[src/hdl/abx_defines.svh]
`ifndef ABX_DEFINES_SVH
`define ABX_DEFINES_SVH

// ****************************************************************
// Register byte offsets on the Wishbone slave
// ****************************************************************
`define ABX_ADR_INSTR      12'h000
`define ABX_ADR_ACC        12'h004
`define ABX_ADR_FLAGS      12'h008
`define ABX_ADR_RETIRED    12'h00C
`define ABX_ADR_LAST       12'h010
`define ABX_FILE_SEL_HI    3'h1

// ****************************************************************
// Flags register bit positions
// ****************************************************************
`define ABX_FLAG_C         0
`define ABX_FLAG_DC        1
`define ABX_FLAG_Z         2
`define ABX_FLAG_SKIP      3
`define ABX_FLAG_PEND      4
`define ABX_FLAG_BADOP     5

// ****************************************************************
// Reset values
// ****************************************************************
`define ABX_ACC_RST        8'h00
`define ABX_LATCH_RST      8'h00
`define ABX_RETIRED_RST    16'h0000

// ****************************************************************
// Instruction word fields and opcode patterns
// ****************************************************************
`define ABX_F_DEST         7
`define ABX_F_FADDR_HI     6
`define ABX_F_BIT_HI       9
`define ABX_F_BIT_LO       7
`define ABX_OPC_ADD_ACC_TO_FILE_HI   6'h07
`define ABX_OPC_AND_ACC_WITH_FILE_HI   6'h05
`define ABX_OPC_ZERO_FILE_REGISTER_HI    7'h03
`define ABX_OPC_BCF_HI     4'h4
`define ABX_OPC_BSF_HI     4'h5
`define ABX_OPC_TEST_BIT_SKIP_WHEN_ONE_HI   4'h7
`define ABX_OPC_ADD_IMMEDIATE_TO_ACC_HI   5'h1F
`define ABX_OPC_AND_IMMEDIATE_WITH_ACC_HI   6'h39

// ****************************************************************
// Timing and map constants
// ****************************************************************
`define ABX_ICYC_LAST      2'h3
`define ABX_PORT_FADDR     7'h06

`endif

[src/hdl/abx_pkg.sv]
package abx_pkg;

  typedef enum logic [3:0] {
    op_nop,
    op_add_immediate_to_acc,
    op_and_immediate_with_acc,
    op_add_acc_to_file,
    op_and_acc_with_file,
    op_file_bit_clear,
    op_file_bit_set,
    op_test_bit_skip_when_one,
    op_zero_file_register,
    op_unsupported
  } abx_op_e;

  typedef enum logic [2:0] {
    reg_instr,
    reg_acc,
    reg_flags,
    reg_retired,
    reg_last,
    reg_file,
    reg_none
  } abx_reg_e;

  typedef struct packed {
    abx_op_e      op;
    logic         dest;
    logic [6:0]   faddr;
    logic [2:0]   bitpos;
    logic [7:0]   lit;
  } abx_instr_s;

  typedef struct packed {
    logic [7:0]   value;
    logic         carry;
    logic         nibble_carry_flag;
    logic         zero;
    logic         wr_c;
    logic         wr_dc;
    logic         wr_z;
    logic         to_acc;
    logic         to_file;
    logic         skip;
  } abx_alu_s;

endpackage

[src/hdl/abx_alu.sv]
`timescale 1ns/1ps

module abx_alu
  import abx_pkg::*;
(
  input  wire abx_instr_s ins_i,   // Decoded instruction
  input  wire logic [7:0] acc_i,   // Accumulator
  input  wire logic [7:0] opnd_i,  // File operand
  output abx_alu_s        res_o    // Result and flag updates
);

  logic [7:0] b_op;
  logic [8:0] sum9;
  logic [4:0] nib5;
  logic [7:0] mask;

  always_comb begin
    b_op = (ins_i.op == op_add_immediate_to_acc || ins_i.op == op_and_immediate_with_acc)
           ? ins_i.lit : opnd_i;
    sum9 = {1'b0, acc_i} + {1'b0, b_op};
    nib5 = {1'b0, acc_i[3:0]} + {1'b0, b_op[3:0]};
    mask = 8'h01 << ins_i.bitpos;
    res_o = '0;
    case (ins_i.op)
      op_add_immediate_to_acc, op_add_acc_to_file: begin
        res_o.value             = sum9[7:0];
        res_o.carry             = sum9[8];
        res_o.nibble_carry_flag = nib5[4];
        res_o.zero              = (sum9[7:0] == 8'h00);
        res_o.wr_c              = 1'b1;
        res_o.wr_dc             = 1'b1;
        res_o.wr_z              = 1'b1;
      end
      op_and_immediate_with_acc, op_and_acc_with_file: begin
        res_o.value = acc_i & b_op;
        res_o.zero  = ((acc_i & b_op) == 8'h00);
        res_o.wr_z  = 1'b1;
      end
      op_file_bit_clear: begin
        res_o.value   = opnd_i & ~mask;
        res_o.to_file = 1'b1;
      end
      op_file_bit_set: begin
        res_o.value   = opnd_i | mask;
        res_o.to_file = 1'b1;
      end
      op_test_bit_skip_when_one: begin
        res_o.skip = opnd_i[ins_i.bitpos];
      end
      op_zero_file_register: begin
        res_o.value   = 8'h00;
        res_o.zero    = 1'b1;
        res_o.wr_z    = 1'b1;
        res_o.to_file = 1'b1;
      end
      default: begin
        res_o.value = 8'h00;
      end
    endcase
    case (ins_i.op)
      op_add_immediate_to_acc, op_and_immediate_with_acc: begin
        res_o.to_acc = 1'b1;
      end
      op_add_acc_to_file, op_and_acc_with_file: begin
        res_o.to_acc  = ~ins_i.dest;
        res_o.to_file = ins_i.dest;
      end
      default: begin
        res_o.to_acc = 1'b0;
      end
    endcase
  end

endmodule

[src/hdl/abx_exec_unit.sv]
`timescale 1ns/1ps
`include "abx_defines.svh"

module abx_exec_unit
  import abx_pkg::*;
(
  input  wire logic        clk_i,         // 10 MHz clock
  input  wire logic        rst_i,         // Synchronous reset, active high
  input  wire logic        wb_cyc_i,      // Wishbone cycle
  input  wire logic        wb_stb_i,      // Wishbone strobe
  input  wire logic        wb_we_i,       // Wishbone write enable
  input  wire logic [11:0] wb_adr_i,      // Wishbone byte address
  input  wire logic [3:0]  wb_sel_i,      // Wishbone byte selects
  input  wire logic [31:0] wb_dat_i,      // Wishbone write data
  output logic      [31:0] wb_dat_o,      // Wishbone read data
  output logic             wb_ack_o,      // Wishbone acknowledge
  input  wire logic [7:0]  port_pins_i,   // Levels on the port pins
  output logic      [7:0]  port_latch_o,  // Port output latch
  output logic             skip_o         // Next instruction will be dropped
);

  // ****************************************************************
  // Decoding helpers
  // ****************************************************************
  function automatic abx_reg_e reg_decode(input logic [11:0] adr);
    abx_reg_e r;
    r = reg_none;
    if (adr[11:9] == `ABX_FILE_SEL_HI) begin
      r = reg_file;
    end else begin
      case (adr)
        `ABX_ADR_INSTR:   r = reg_instr;
        `ABX_ADR_ACC:     r = reg_acc;
        `ABX_ADR_FLAGS:   r = reg_flags;
        `ABX_ADR_RETIRED: r = reg_retired;
        `ABX_ADR_LAST:    r = reg_last;
        default:          r = reg_none;
      endcase
    end
    return r;
  endfunction

  function automatic abx_instr_s instr_decode(input logic [13:0] w);
    abx_instr_s d;
    d.dest   = w[`ABX_F_DEST];
    d.faddr  = w[`ABX_F_FADDR_HI:0];
    d.bitpos = w[`ABX_F_BIT_HI:`ABX_F_BIT_LO];
    d.lit    = w[7:0];
    if (w[13:9] == `ABX_OPC_ADD_IMMEDIATE_TO_ACC_HI) begin
      d.op = op_add_immediate_to_acc;
    end else if (w[13:8] == `ABX_OPC_AND_IMMEDIATE_WITH_ACC_HI) begin
      d.op = op_and_immediate_with_acc;
    end else if (w[13:8] == `ABX_OPC_ADD_ACC_TO_FILE_HI) begin
      d.op = op_add_acc_to_file;
    end else if (w[13:8] == `ABX_OPC_AND_ACC_WITH_FILE_HI) begin
      d.op = op_and_acc_with_file;
    end else if (w[13:7] == `ABX_OPC_ZERO_FILE_REGISTER_HI) begin
      d.op = op_zero_file_register;
    end else if (w[13:10] == `ABX_OPC_BCF_HI) begin
      d.op = op_file_bit_clear;
    end else if (w[13:10] == `ABX_OPC_BSF_HI) begin
      d.op = op_file_bit_set;
    end else if (w[13:10] == `ABX_OPC_TEST_BIT_SKIP_WHEN_ONE_HI) begin
      d.op = op_test_bit_skip_when_one;
    end else begin
      d.op = op_unsupported;
    end
    return d;
  endfunction

  // ****************************************************************
  // State
  // ****************************************************************
  logic [7:0]   file_mem [0:127];
  logic [1:0]   div_reg;
  logic         icyc_en_reg;
  logic         slot_valid_reg;
  logic [13:0]  slot_word_reg;
  logic         skip_reg;
  logic [7:0]   acc_reg;
  logic         c_reg;
  logic         dc_reg;
  logic         z_reg;
  logic         badop_reg;
  logic [15:0]  retired_reg;
  logic [7:0]   last_reg;
  logic [7:0]   latch_reg;
  logic         ack_reg;
  logic [31:0]  dat_reg;

  abx_instr_s   ins;
  abx_alu_s     res;
  logic [7:0]   opnd;
  logic         exec_fire;
  logic         drop_fire;
  abx_reg_e     bus_sel;
  logic         bus_req;
  logic         bus_ok;
  logic         bus_go;
  logic         bus_wr;
  logic [31:0]  rd_val;
  logic [7:0]   bus_file_val;

  // ****************************************************************
  // Instruction cycle divider
  // ****************************************************************
  // One instruction cycle spans four clocks; execution keys off the pulse, the bus hold-off off div_reg
  always_ff @(posedge clk_i) begin
    if (rst_i) begin
      div_reg     <= 2'h0;
      icyc_en_reg <= 1'b0;
    end else begin
      div_reg     <= (div_reg == `ABX_ICYC_LAST) ? 2'h0 : div_reg + 2'h1;
      icyc_en_reg <= (div_reg == `ABX_ICYC_LAST);
    end
  end

  // ****************************************************************
  // Execution
  // ****************************************************************
  assign ins       = instr_decode(slot_word_reg);
  assign exec_fire = icyc_en_reg & slot_valid_reg & ~skip_reg;
  assign drop_fire = icyc_en_reg & slot_valid_reg & skip_reg;

  // Port operand is the pin level so read-modify-write sees real pins
  assign opnd = (ins.faddr == `ABX_PORT_FADDR) ? port_pins_i
                                               : file_mem[ins.faddr];

  abx_alu u_alu (
    .ins_i  (ins),
    .acc_i  (acc_reg),
    .opnd_i (opnd),
    .res_o  (res)
  );

  always_ff @(posedge clk_i) begin
    if (rst_i) begin
      slot_valid_reg <= 1'b0;
      slot_word_reg  <= 14'h0000;
    end else if (bus_wr && bus_sel == reg_instr) begin
      slot_valid_reg <= 1'b1;
      slot_word_reg  <= wb_dat_i[13:0];
    end else if (exec_fire || drop_fire) begin
      slot_valid_reg <= 1'b0;
    end
  end

  // A taken skip stays armed until the next instruction arrives and is dropped
  always_ff @(posedge clk_i) begin
    if (rst_i) begin
      skip_reg <= 1'b0;
    end else if (drop_fire) begin
      skip_reg <= 1'b0;
    end else if (exec_fire && res.skip) begin
      skip_reg <= 1'b1;
    end
  end

  always_ff @(posedge clk_i) begin
    if (rst_i) begin
      acc_reg <= `ABX_ACC_RST;
    end else if (exec_fire && res.to_acc) begin
      acc_reg <= res.value;
    end else if (bus_wr && bus_sel == reg_acc) begin
      acc_reg <= wb_dat_i[7:0];
    end
  end

  always_ff @(posedge clk_i) begin
    if (exec_fire && res.to_file && ins.faddr != `ABX_PORT_FADDR) begin
      file_mem[ins.faddr] <= res.value;
    end else if (bus_wr && bus_sel == reg_file && wb_adr_i[8:2] != `ABX_PORT_FADDR) begin
      file_mem[wb_adr_i[8:2]] <= wb_dat_i[7:0];
    end
  end

  always_ff @(posedge clk_i) begin
    if (rst_i) begin
      latch_reg <= `ABX_LATCH_RST;
    end else if (exec_fire && res.to_file && ins.faddr == `ABX_PORT_FADDR) begin
      latch_reg <= res.value;
    end else if (bus_wr && bus_sel == reg_file && wb_adr_i[8:2] == `ABX_PORT_FADDR) begin
      latch_reg <= wb_dat_i[7:0];
    end
  end

  // Execution changes only the flags the instruction says; others hold; a flags write loads C, DC and Z
  always_ff @(posedge clk_i) begin
    if (rst_i) begin
      c_reg  <= 1'b0;
      dc_reg <= 1'b0;
      z_reg  <= 1'b0;
    end else if (exec_fire) begin
      if (res.wr_c) begin
        c_reg <= res.carry;
      end
      if (res.wr_dc) begin
        dc_reg <= res.nibble_carry_flag;
      end
      if (res.wr_z) begin
        z_reg <= res.zero;
      end
    end else if (bus_wr && bus_sel == reg_flags) begin
      c_reg  <= wb_dat_i[`ABX_FLAG_C];
      dc_reg <= wb_dat_i[`ABX_FLAG_DC];
      z_reg  <= wb_dat_i[`ABX_FLAG_Z];
    end
  end

  // Sticky unsupported-opcode flag; set wins over a write-one clear
  always_ff @(posedge clk_i) begin
    if (rst_i) begin
      badop_reg <= 1'b0;
    end else if (exec_fire && ins.op == op_unsupported) begin
      badop_reg <= 1'b1;
    end else if (bus_wr && bus_sel == reg_flags && wb_dat_i[`ABX_FLAG_BADOP]) begin
      badop_reg <= 1'b0;
    end
  end

  always_ff @(posedge clk_i) begin
    if (rst_i) begin
      retired_reg <= `ABX_RETIRED_RST;
      last_reg    <= 8'h00;
    end else if (exec_fire) begin
      retired_reg <= retired_reg + 16'h0001;
      last_reg    <= res.value;
    end
  end

  // ****************************************************************
  // Wishbone slave
  // ****************************************************************
  // Writes land at the edge where the master sees ack; taking is held off
  // when that edge is an instruction tick so bus and core never collide
  assign bus_sel = reg_decode(wb_adr_i);
  assign bus_req = wb_cyc_i & wb_stb_i & ~ack_reg;
  assign bus_ok  = ~wb_we_i | ((div_reg != `ABX_ICYC_LAST)
                               & ~(bus_sel == reg_instr && slot_valid_reg));
  assign bus_go  = bus_req & bus_ok;
  assign bus_wr  = wb_cyc_i & wb_stb_i & ack_reg & wb_we_i & wb_sel_i[0];

  assign bus_file_val = (wb_adr_i[8:2] == `ABX_PORT_FADDR) ? port_pins_i
                                                           : file_mem[wb_adr_i[8:2]];

  always_comb begin
    rd_val = 32'h0000_0000;
    case (bus_sel)
      reg_instr: begin
        rd_val[13:0] = slot_word_reg;
      end
      reg_acc: begin
        rd_val[7:0] = acc_reg;
      end
      reg_flags: begin
        rd_val[`ABX_FLAG_C]     = c_reg;
        rd_val[`ABX_FLAG_DC]    = dc_reg;
        rd_val[`ABX_FLAG_Z]     = z_reg;
        rd_val[`ABX_FLAG_SKIP]  = skip_reg;
        rd_val[`ABX_FLAG_PEND]  = slot_valid_reg;
        rd_val[`ABX_FLAG_BADOP] = badop_reg;
      end
      reg_retired: begin
        rd_val[15:0] = retired_reg;
      end
      reg_last: begin
        rd_val[7:0] = last_reg;
      end
      reg_file: begin
        rd_val[7:0] = bus_file_val;
      end
      default: begin
        rd_val = 32'h0000_0000;
      end
    endcase
  end

  always_ff @(posedge clk_i) begin
    if (rst_i) begin
      ack_reg <= 1'b0;
      dat_reg <= 32'h0000_0000;
    end else begin
      ack_reg <= bus_go;
      dat_reg <= (bus_go && !wb_we_i) ? rd_val : 32'h0000_0000;
    end
  end

  // ****************************************************************
  // Outputs
  // ****************************************************************
  assign wb_ack_o     = ack_reg;
  assign wb_dat_o     = dat_reg;
  assign port_latch_o = latch_reg;
  assign skip_o       = skip_reg;

endmodule

[config.mk]
export PLATFORM = sky130hd
export DESIGN_NAME = abx_exec_unit
export DESIGN_NICKNAME = d
export VERILOG_FILES = /design/src/hdl/abx_pkg.sv /design/src/hdl/abx_alu.sv /design/src/hdl/abx_exec_unit.sv
export VERILOG_INCLUDE_DIRS = /design/src /design/src/hdl
export SDC_FILE = /design/constraint.sdc
export NUM_CORES = 2
export LEC_CHECK = 0
export BUFFER_PORTS_ARGS = -buffer_cell sky130_fd_sc_hd__buf_2
export CAP_MARGIN = 15
export CORE_UTILIZATION = 40
export CTS_CLUSTER_SIZE = 14
export DETAILED_ROUTE_END_ITERATION = 8
export PLACE_DENSITY = 0.61
export SYNTH_ARGS = -nofsm -noshare
export SYNTH_HDL_FRONTEND = slang
export SYNTH_SLANG_ARGS = --single-unit
[constraint.sdc]
create_clock -name clk_i -period 8.8 [get_ports clk_i]
set_clock_uncertainty 0.2 [all_clocks]
set_input_delay 1.32 -clock clk_i [delete_from_list [all_inputs] [get_ports clk_i]]
set_output_delay 1.32 -clock clk_i [all_outputs]
set_load 0.01 [all_outputs]
Yosys cells after proc, flatten, opt, wreduce, memory -nomap -nowiden
Memory sizes are Yosys's and may differ from the RTL's. A register that Yosys moved wholly into a read port is not among the register bits.
Index checks and enable logic that the tools add are counted.
{ "totals": {"mem_bits_ro": 0, "mem_bits_rw": 1024, "memories": 1, "register_bits": 96, "wordCells": 177, "latchBits": 0} }
{ "memory_table": {"columns": ["memory", "words", "width", "rd", "rd_ports_with_merged_regs", "wr", "line_no", "rtl"], "rows": [
  ["file_mem", 128, 8, 2, 1, 1, "abx_exec_unit.sv:74", "logic [7:0] file_mem [0:127];"]
]} }
{ "classes": {"n_mul": 0, "shift": 1, "bitwise": 22, "eq_ne": 36, "reduce_logical": 41, "muxes": 54, "div": 0, "add_sub_neg": 4, "n_lt_le_gt_ge": 1} }
{ "op_table": {"columns": ["operator", "n"], "rows": [
  ["2-to-1 mux 8 bit", 8],
  ["case mux 6 bit (6 select lines)", 1],
  ["2-to-1 mux 4 bit", 8],
  ["case mux 8 bit (4 select lines)", 1],
  ["== test 4 x 3 -> 1 bit (second input constant)", 7],
  ["== test 12 x 4 -> 1 bit (second input constant)", 2],
  ["2-to-1 mux 1 bit", 24],
  ["2-to-1 mux 7 bit", 3],
  ["adder 16 x 1 -> 16 bit (second input constant)", 1],
  ["bitwise AND 8 bit", 2],
  ["zero test 8 bit", 2],
  ["logical AND 1 bit", 15],
  ["case mux 3 bit (5 select lines)", 1],
  ["== test 7 x 3 -> 1 bit (second input constant)", 2],
  ["!= test 7 x 3 -> 1 bit (second input constant)", 2],
  ["OR reduction 2 bit", 7],
  ["== test 12 x 3 -> 1 bit (second input constant)", 1],
  ["== test 12 x 5 -> 1 bit (second input constant)", 1],
  ["== test 6 x 3 -> 1 bit (second input constant)", 2],
  ["zero test 12 bit", 1],
  ["case mux 6 bit (2 select lines)", 1],
  ["bitwise AND 1 bit", 10],
  ["case mux 2 bit (5 select lines)", 1],
  ["nonzero test 2 bit", 5],
  ["32 further kinds", 51]
]} }

Logic depth before layout (Yosys ltp)
{ "logic_depth": {"ltp_word": 19, "ltp_mapped": 23, "depth_no_buf": 18} }

Cells and area by module
A second synthesis with hierarchy kept.
{ "unflattened": {"cells_unflattened": 3041, "area_unflattened_um2": 53520.1} }
{ "by_module_without_submodules": {"columns": ["mod", "seq_area_each_um2", "area_per_inst_um2", "instances", "cells_per_inst"], "rows": [
  ["abx_exec_unit", 32491.2, 52576.7, 1, 2902],
  ["abx_alu", 0.0, 943.4, 1, 139]
]} }

Least setup slack after synthesis
No wires, ideal clock.
{ "synth_path": {"path_type": "reg-to-reg", "startpoint": "register (tool-made name)", "endpoint": "memory file_mem[0][6] (data pin)", "path_stages_with_launch": 20, "t_required_ns": 7.708, "arrival_ns": 7.391, "setup_time_ns": 0.892, "path_slack_ns": 0.317, "period_less_slack_ns": 8.483, "path_buffers": 4, "path_cell_list": "dfxtp_1 buf_6 buf_6 buf_8 buf_2 mux4_2 a221oi_1 o32ai_1 o22ai_1 nor3_1 mux2_2 ha_1 nor2b_1 o21ai_0 a21boi_0 o21ai_0 a21boi_0 o31ai_1 nor2_1 a21oi_1"} }
{ "synth_rtl": {"columns": ["item", "line_no"], "rows": [
  ["to (decl)", "abx_exec_unit.sv:74"]
]} }

==> impl_summary.txt <==
----------------------------------------------------
[Status]
  Status ... finished, final reports clean

[Global routing]
  Vias in the first global route ... 32.1k
  Total Routing Usage GR ... 0.252
  Gr ovfl total ... 0
  Maximum number of pins on one net before global-route repair ... ~130
  First-pass GRT wire length ... approximately 240000 um
  Number of antenna violations at the first check in global routing ... 9

[Timing]
  RSZ-0062 raised after global routing ... no
  Final hold violations ... 0
  Sum of negative setup slack ... 0 ns
  Fraction of the cycle the final worst path needs ... 0.835
  Number of endpoints failing setup at the final stage ... 0
  Slew of the pin with the lowest slew margin ... 1.26 ns
  Hold Worst Slack ... 0.230 ns
  Clock period minus worst slack ... 7.35 ns
  Max-slew violations ... 0
  Achievable Freq ... 136 MHz
  Worst slew slack as a fraction of its limit ... 0.162

[Yosys]
  Area share of the leading cell type in the synthesized netlist ... 0.577
  Adder-cell share of the synthesized area ... 0.00296
  Most instantiated flip-flop cell in the synthesis netlist ... sky130_fd_sc_hd__edfxtp_1
  Area share of xor/xnor cells in the synthesized design ... 0.00246
  Netlist Area Pre-Place ... 53300 um2
  Multiplexer share of the synthesized area ... 0.266
  Cell types occupying the most area after synthesis ... sky130_fd_sc_hd__edfxtp_1, sky130_fd_sc_hd__mux4_2, sky130_fd_sc_hd__dfxtp_1, sky130_fd_sc_hd__mux2i_1, sky130_fd_sc_hd__nor2_1
  Synth area leader ... sky130_fd_sc_hd__edfxtp_1
  Post-synth EDFFs ... 1024
  Number of storage elements in the synthesis netlist ... 1111
  Dominant combinational cell family by area after synthesis ... multiplexers
  Post-Synth Simple-Gate Area ... 0.0487
  Count of unique library cells instantiated by Yosys ... between 70 and 80
  Warnings, synthesis ... 0
  Proportion of synthesized flip-flops having asynchronous set or reset ... 0
  Compound-cell area share of the yosys netlist ... 0.0438
  Proportion of synthesized chip area in sequential cells ... 0.609
  Cell count after synthesis ... slightly below 3k
  Avg Cell Area, Syn ... 17.9 um2

[Detailed routing]
  Detailed Route WL ... 171000 um
  Vias ... 32.2k
  Antenna-violating nets left ... 0
  Routed length per instance ... 34.7 um
  Drt first pass iters ... 6
  Residual DRC ... 0
  Via count normalized by instance count ... around 6.5
  First-iteration detailed-routing DRC count ... 4582

[Worst setup path]
  Setup slack of the worst register-to-register path ... 1.45 ns
  Worst R2R End ... file_mem[113][6]
  Data arrival time of the worst path ... roughly 7.6 ns
  CP Capture Type ... flip-flop
  Worst r2r path cells ... 20
  Crit-path max FO ... 128
  Setup crit start kind ... flip-flop
  Required time of the worst setup path ... 9.04 ns
  Setup Crit Path Kind ... reg -> reg

[Cells and area]
  Nets@finish ... 3128
  Share of final-layout standard cells stronger than drive strength 1 ... 0.308
  Area growth syn-to-layout ... 12.0%
  Filler instances ... 11.2k
  Number of flip-flops in the largest register ... between 1k and 1.5k

[CTS]
  Clock transition at the register clock pins on the worst setup and hold paths after CTS ... 0.06 ns
  Cts bufs inserted ... between 100 and 150
  Post-CTS setup repair buffer count ... 0
  Htree depth ... 3
  Clock sink count ... 1111
  Clock tree from TritonCTS ... built
  Clock tree root driver cell ... sky130_fd_sc_hd__clkbuf_16
  Hold buffer count at CTS ... 0
  Cts repair resizes ... 0
  Source-to-sink clock delay at the later pin of the worst-skew pair ... 0.74 ns
  Max clock buf depth ... 3

[Die]
  I/O pins ... 103
  Starting utilization of the core area ... 0.405
  DIE HEIGHT ... around 370 um
  Core area ... approximately 130000 um2
  Site row count ... 133
  DIE AREA ... 135000 um2
  Width of the die ... 367 um

[Placement]
  Post-DP HPWL ... 111000 um
  Placer congestion estimate ... between 0.9 and 1
  Port Buf Inserts ... 65

[Worst hold path]
  Worst min-delay path endpoint ... div_reg[0]
  Min-Delay Startpoint ... div_reg[0]
  Number of cells traversed by the worst hold path ... 1
  Worst min path class ... reg -> reg

[Run]
  Number of maximum-capacitance violations ... 0

[Power]
  Pwr per Cell Area ... 183 nW/um2
  Power after layout ... 10900 uW
  Peak supply drop ... ~140 uV
  Leak pwr ... 0.0164 uW

----------------------------------------------------
==> synth_stat cells (26+ instances only) <==
library cell and count:
sky130_fd_sc_hd__a21oi_1 61, sky130_fd_sc_hd__nand2_1 145, sky130_fd_sc_hd__mux2i_1 87, sky130_fd_sc_hd__a211oi_1 29
sky130_fd_sc_hd__a22oi_1 42, sky130_fd_sc_hd__nor2_1 224, sky130_fd_sc_hd__nand3_1 31, sky130_fd_sc_hd__o21ai_0 35
sky130_fd_sc_hd__buf_4 30, sky130_fd_sc_hd__clkbuf_1 109, sky130_fd_sc_hd__a221oi_1 26, sky130_fd_sc_hd__buf_2 69
sky130_fd_sc_hd__edfxtp_1 1024, sky130_fd_sc_hd__dfxtp_1 87, sky130_fd_sc_hd__mux4_2 578
==> routing by layer <==
| metal | share of wire | global-route usage |
|---|---|---|
| met1 | 0.39 | 0.345 |
| met4 | 0.043 | 0.0983 |
| met3 | 0.11 | 0.0640 |
| met2 | 0.46 | 0.387 |
| met5 | 0.00049 | 0 |
==> through the flow <==
stage	setup WS (ns)	util	instance area [um2]	instances
final	1.45	0.453	59700	4909
after global placement	1.56	0.422	55600	4675
after CTS	1.47	0.452	59500	4897
after floorplan	0.317	-	53400	3004
after global routing	1.18	0.453	59700	4908
after detailed placement	1.48	0.422	55600	4678
==> power by group <==
| group | internal (uW) | switching [uW] | total, uW |
|---|---|---|---|
| clock network | 2890 | 2150 | 5040 |
| registers | 5680 | 1.45 | 5680 |
| logic | 80.4 | 139 | 219 |
| total | 8650 | 2290 | 10900 |
==> critical path, cell delays in order, from the launching register on <==
cell and delay [ns]:
sky130_fd_sc_hd__dfxtp_4 1.00, sky130_fd_sc_hd__buf_4 0.58, sky130_fd_sc_hd__mux4_2 0.30, sky130_fd_sc_hd__mux2i_1 0.08, sky130_fd_sc_hd__a2bb2oi_1 0.15, sky130_fd_sc_hd__a21oi_1 0.54, sky130_fd_sc_hd__nand4_1 0.52, sky130_fd_sc_hd__o21ai_0 0.40
sky130_fd_sc_hd__mux2_2 0.21, sky130_fd_sc_hd__ha_1 0.28, sky130_fd_sc_hd__inv_1 0.10, sky130_fd_sc_hd__fa_1 0.43, sky130_fd_sc_hd__nor2b_1 0.12, sky130_fd_sc_hd__o21ai_0 0.11, sky130_fd_sc_hd__a21boi_0 0.26, sky130_fd_sc_hd__o21ai_0 0.18
sky130_fd_sc_hd__nor3b_1 0.18, sky130_fd_sc_hd__o31ai_1 0.42, sky130_fd_sc_hd__nor2_1 0.21, sky130_fd_sc_hd__a21oi_4 0.22, sky130_fd_sc_hd__buf_12 0.44
==> final cells by class <==
type	count	area, um2	share of cell area
diodes	1	2.50	0.0000419
clock buffers	150	3230	0.0541
clock inverters	69	694	0.0116
inverters	22	85.1	0.00142
multi-input cells	1627	19600	0.329
flip-flops and latches	1111	32500	0.544
well taps	1755	2200	0.0368
repair buffers	174	1380	0.0231
==> cells by family (layout without fill, tap and decap cells) <==
logic type | after synthesis | in the layout
flops | 1111 | 1111
simple gates | 562 | 562
fa+ha+maj | 12 | 12
buf+inv | 266 | 415
xor+xnor | 15 | 15
compound gates | 331 | 331
mux | 683 | 683
other cells | 1 | 25
==> placed cells by master, fill, tap and decap left out, drive strengths merged, types with 7 or more instances in the layout <==
cell    count
nor3       25
mux4      585
a31oi      17
dfxtp      87
and3        8
a211oi     29
and2       11
a21o       11
nor4       11
nand2     145
buf       173
ha         11
a21oi      61
o211ai      9
nand3b     21
nor2b      22
mux2i      87
clkinv     54
nor3b       8
o21ai      37
nand3      31
edfxtp   1024
o31ai      11
or3         7
nor2      224
clkbuf    151
a22oi      42
inv        23
a221oi     26
a22o       11
mux2       11
nand4      16
xor2       10
o22ai      19
nand2b     16
conb       24
bufinv     10
==> worst max path at each step <==
stage	to	slack, ns	cells past startpoint
3_5_place_dp	file_mem[44][6]	1.48	20
2_1_floorplan	file_mem[0][6]	0.32	19
3_3_place_gp	file_mem[46][6]	1.56	20
6_report	file_mem[113][6]	1.45	20
5_1_grt	file_mem[113][6]	1.18	20
4_1_cts	file_mem[113][6]	1.47	20
No activity file was read; power rests on OpenSTA's default activity.
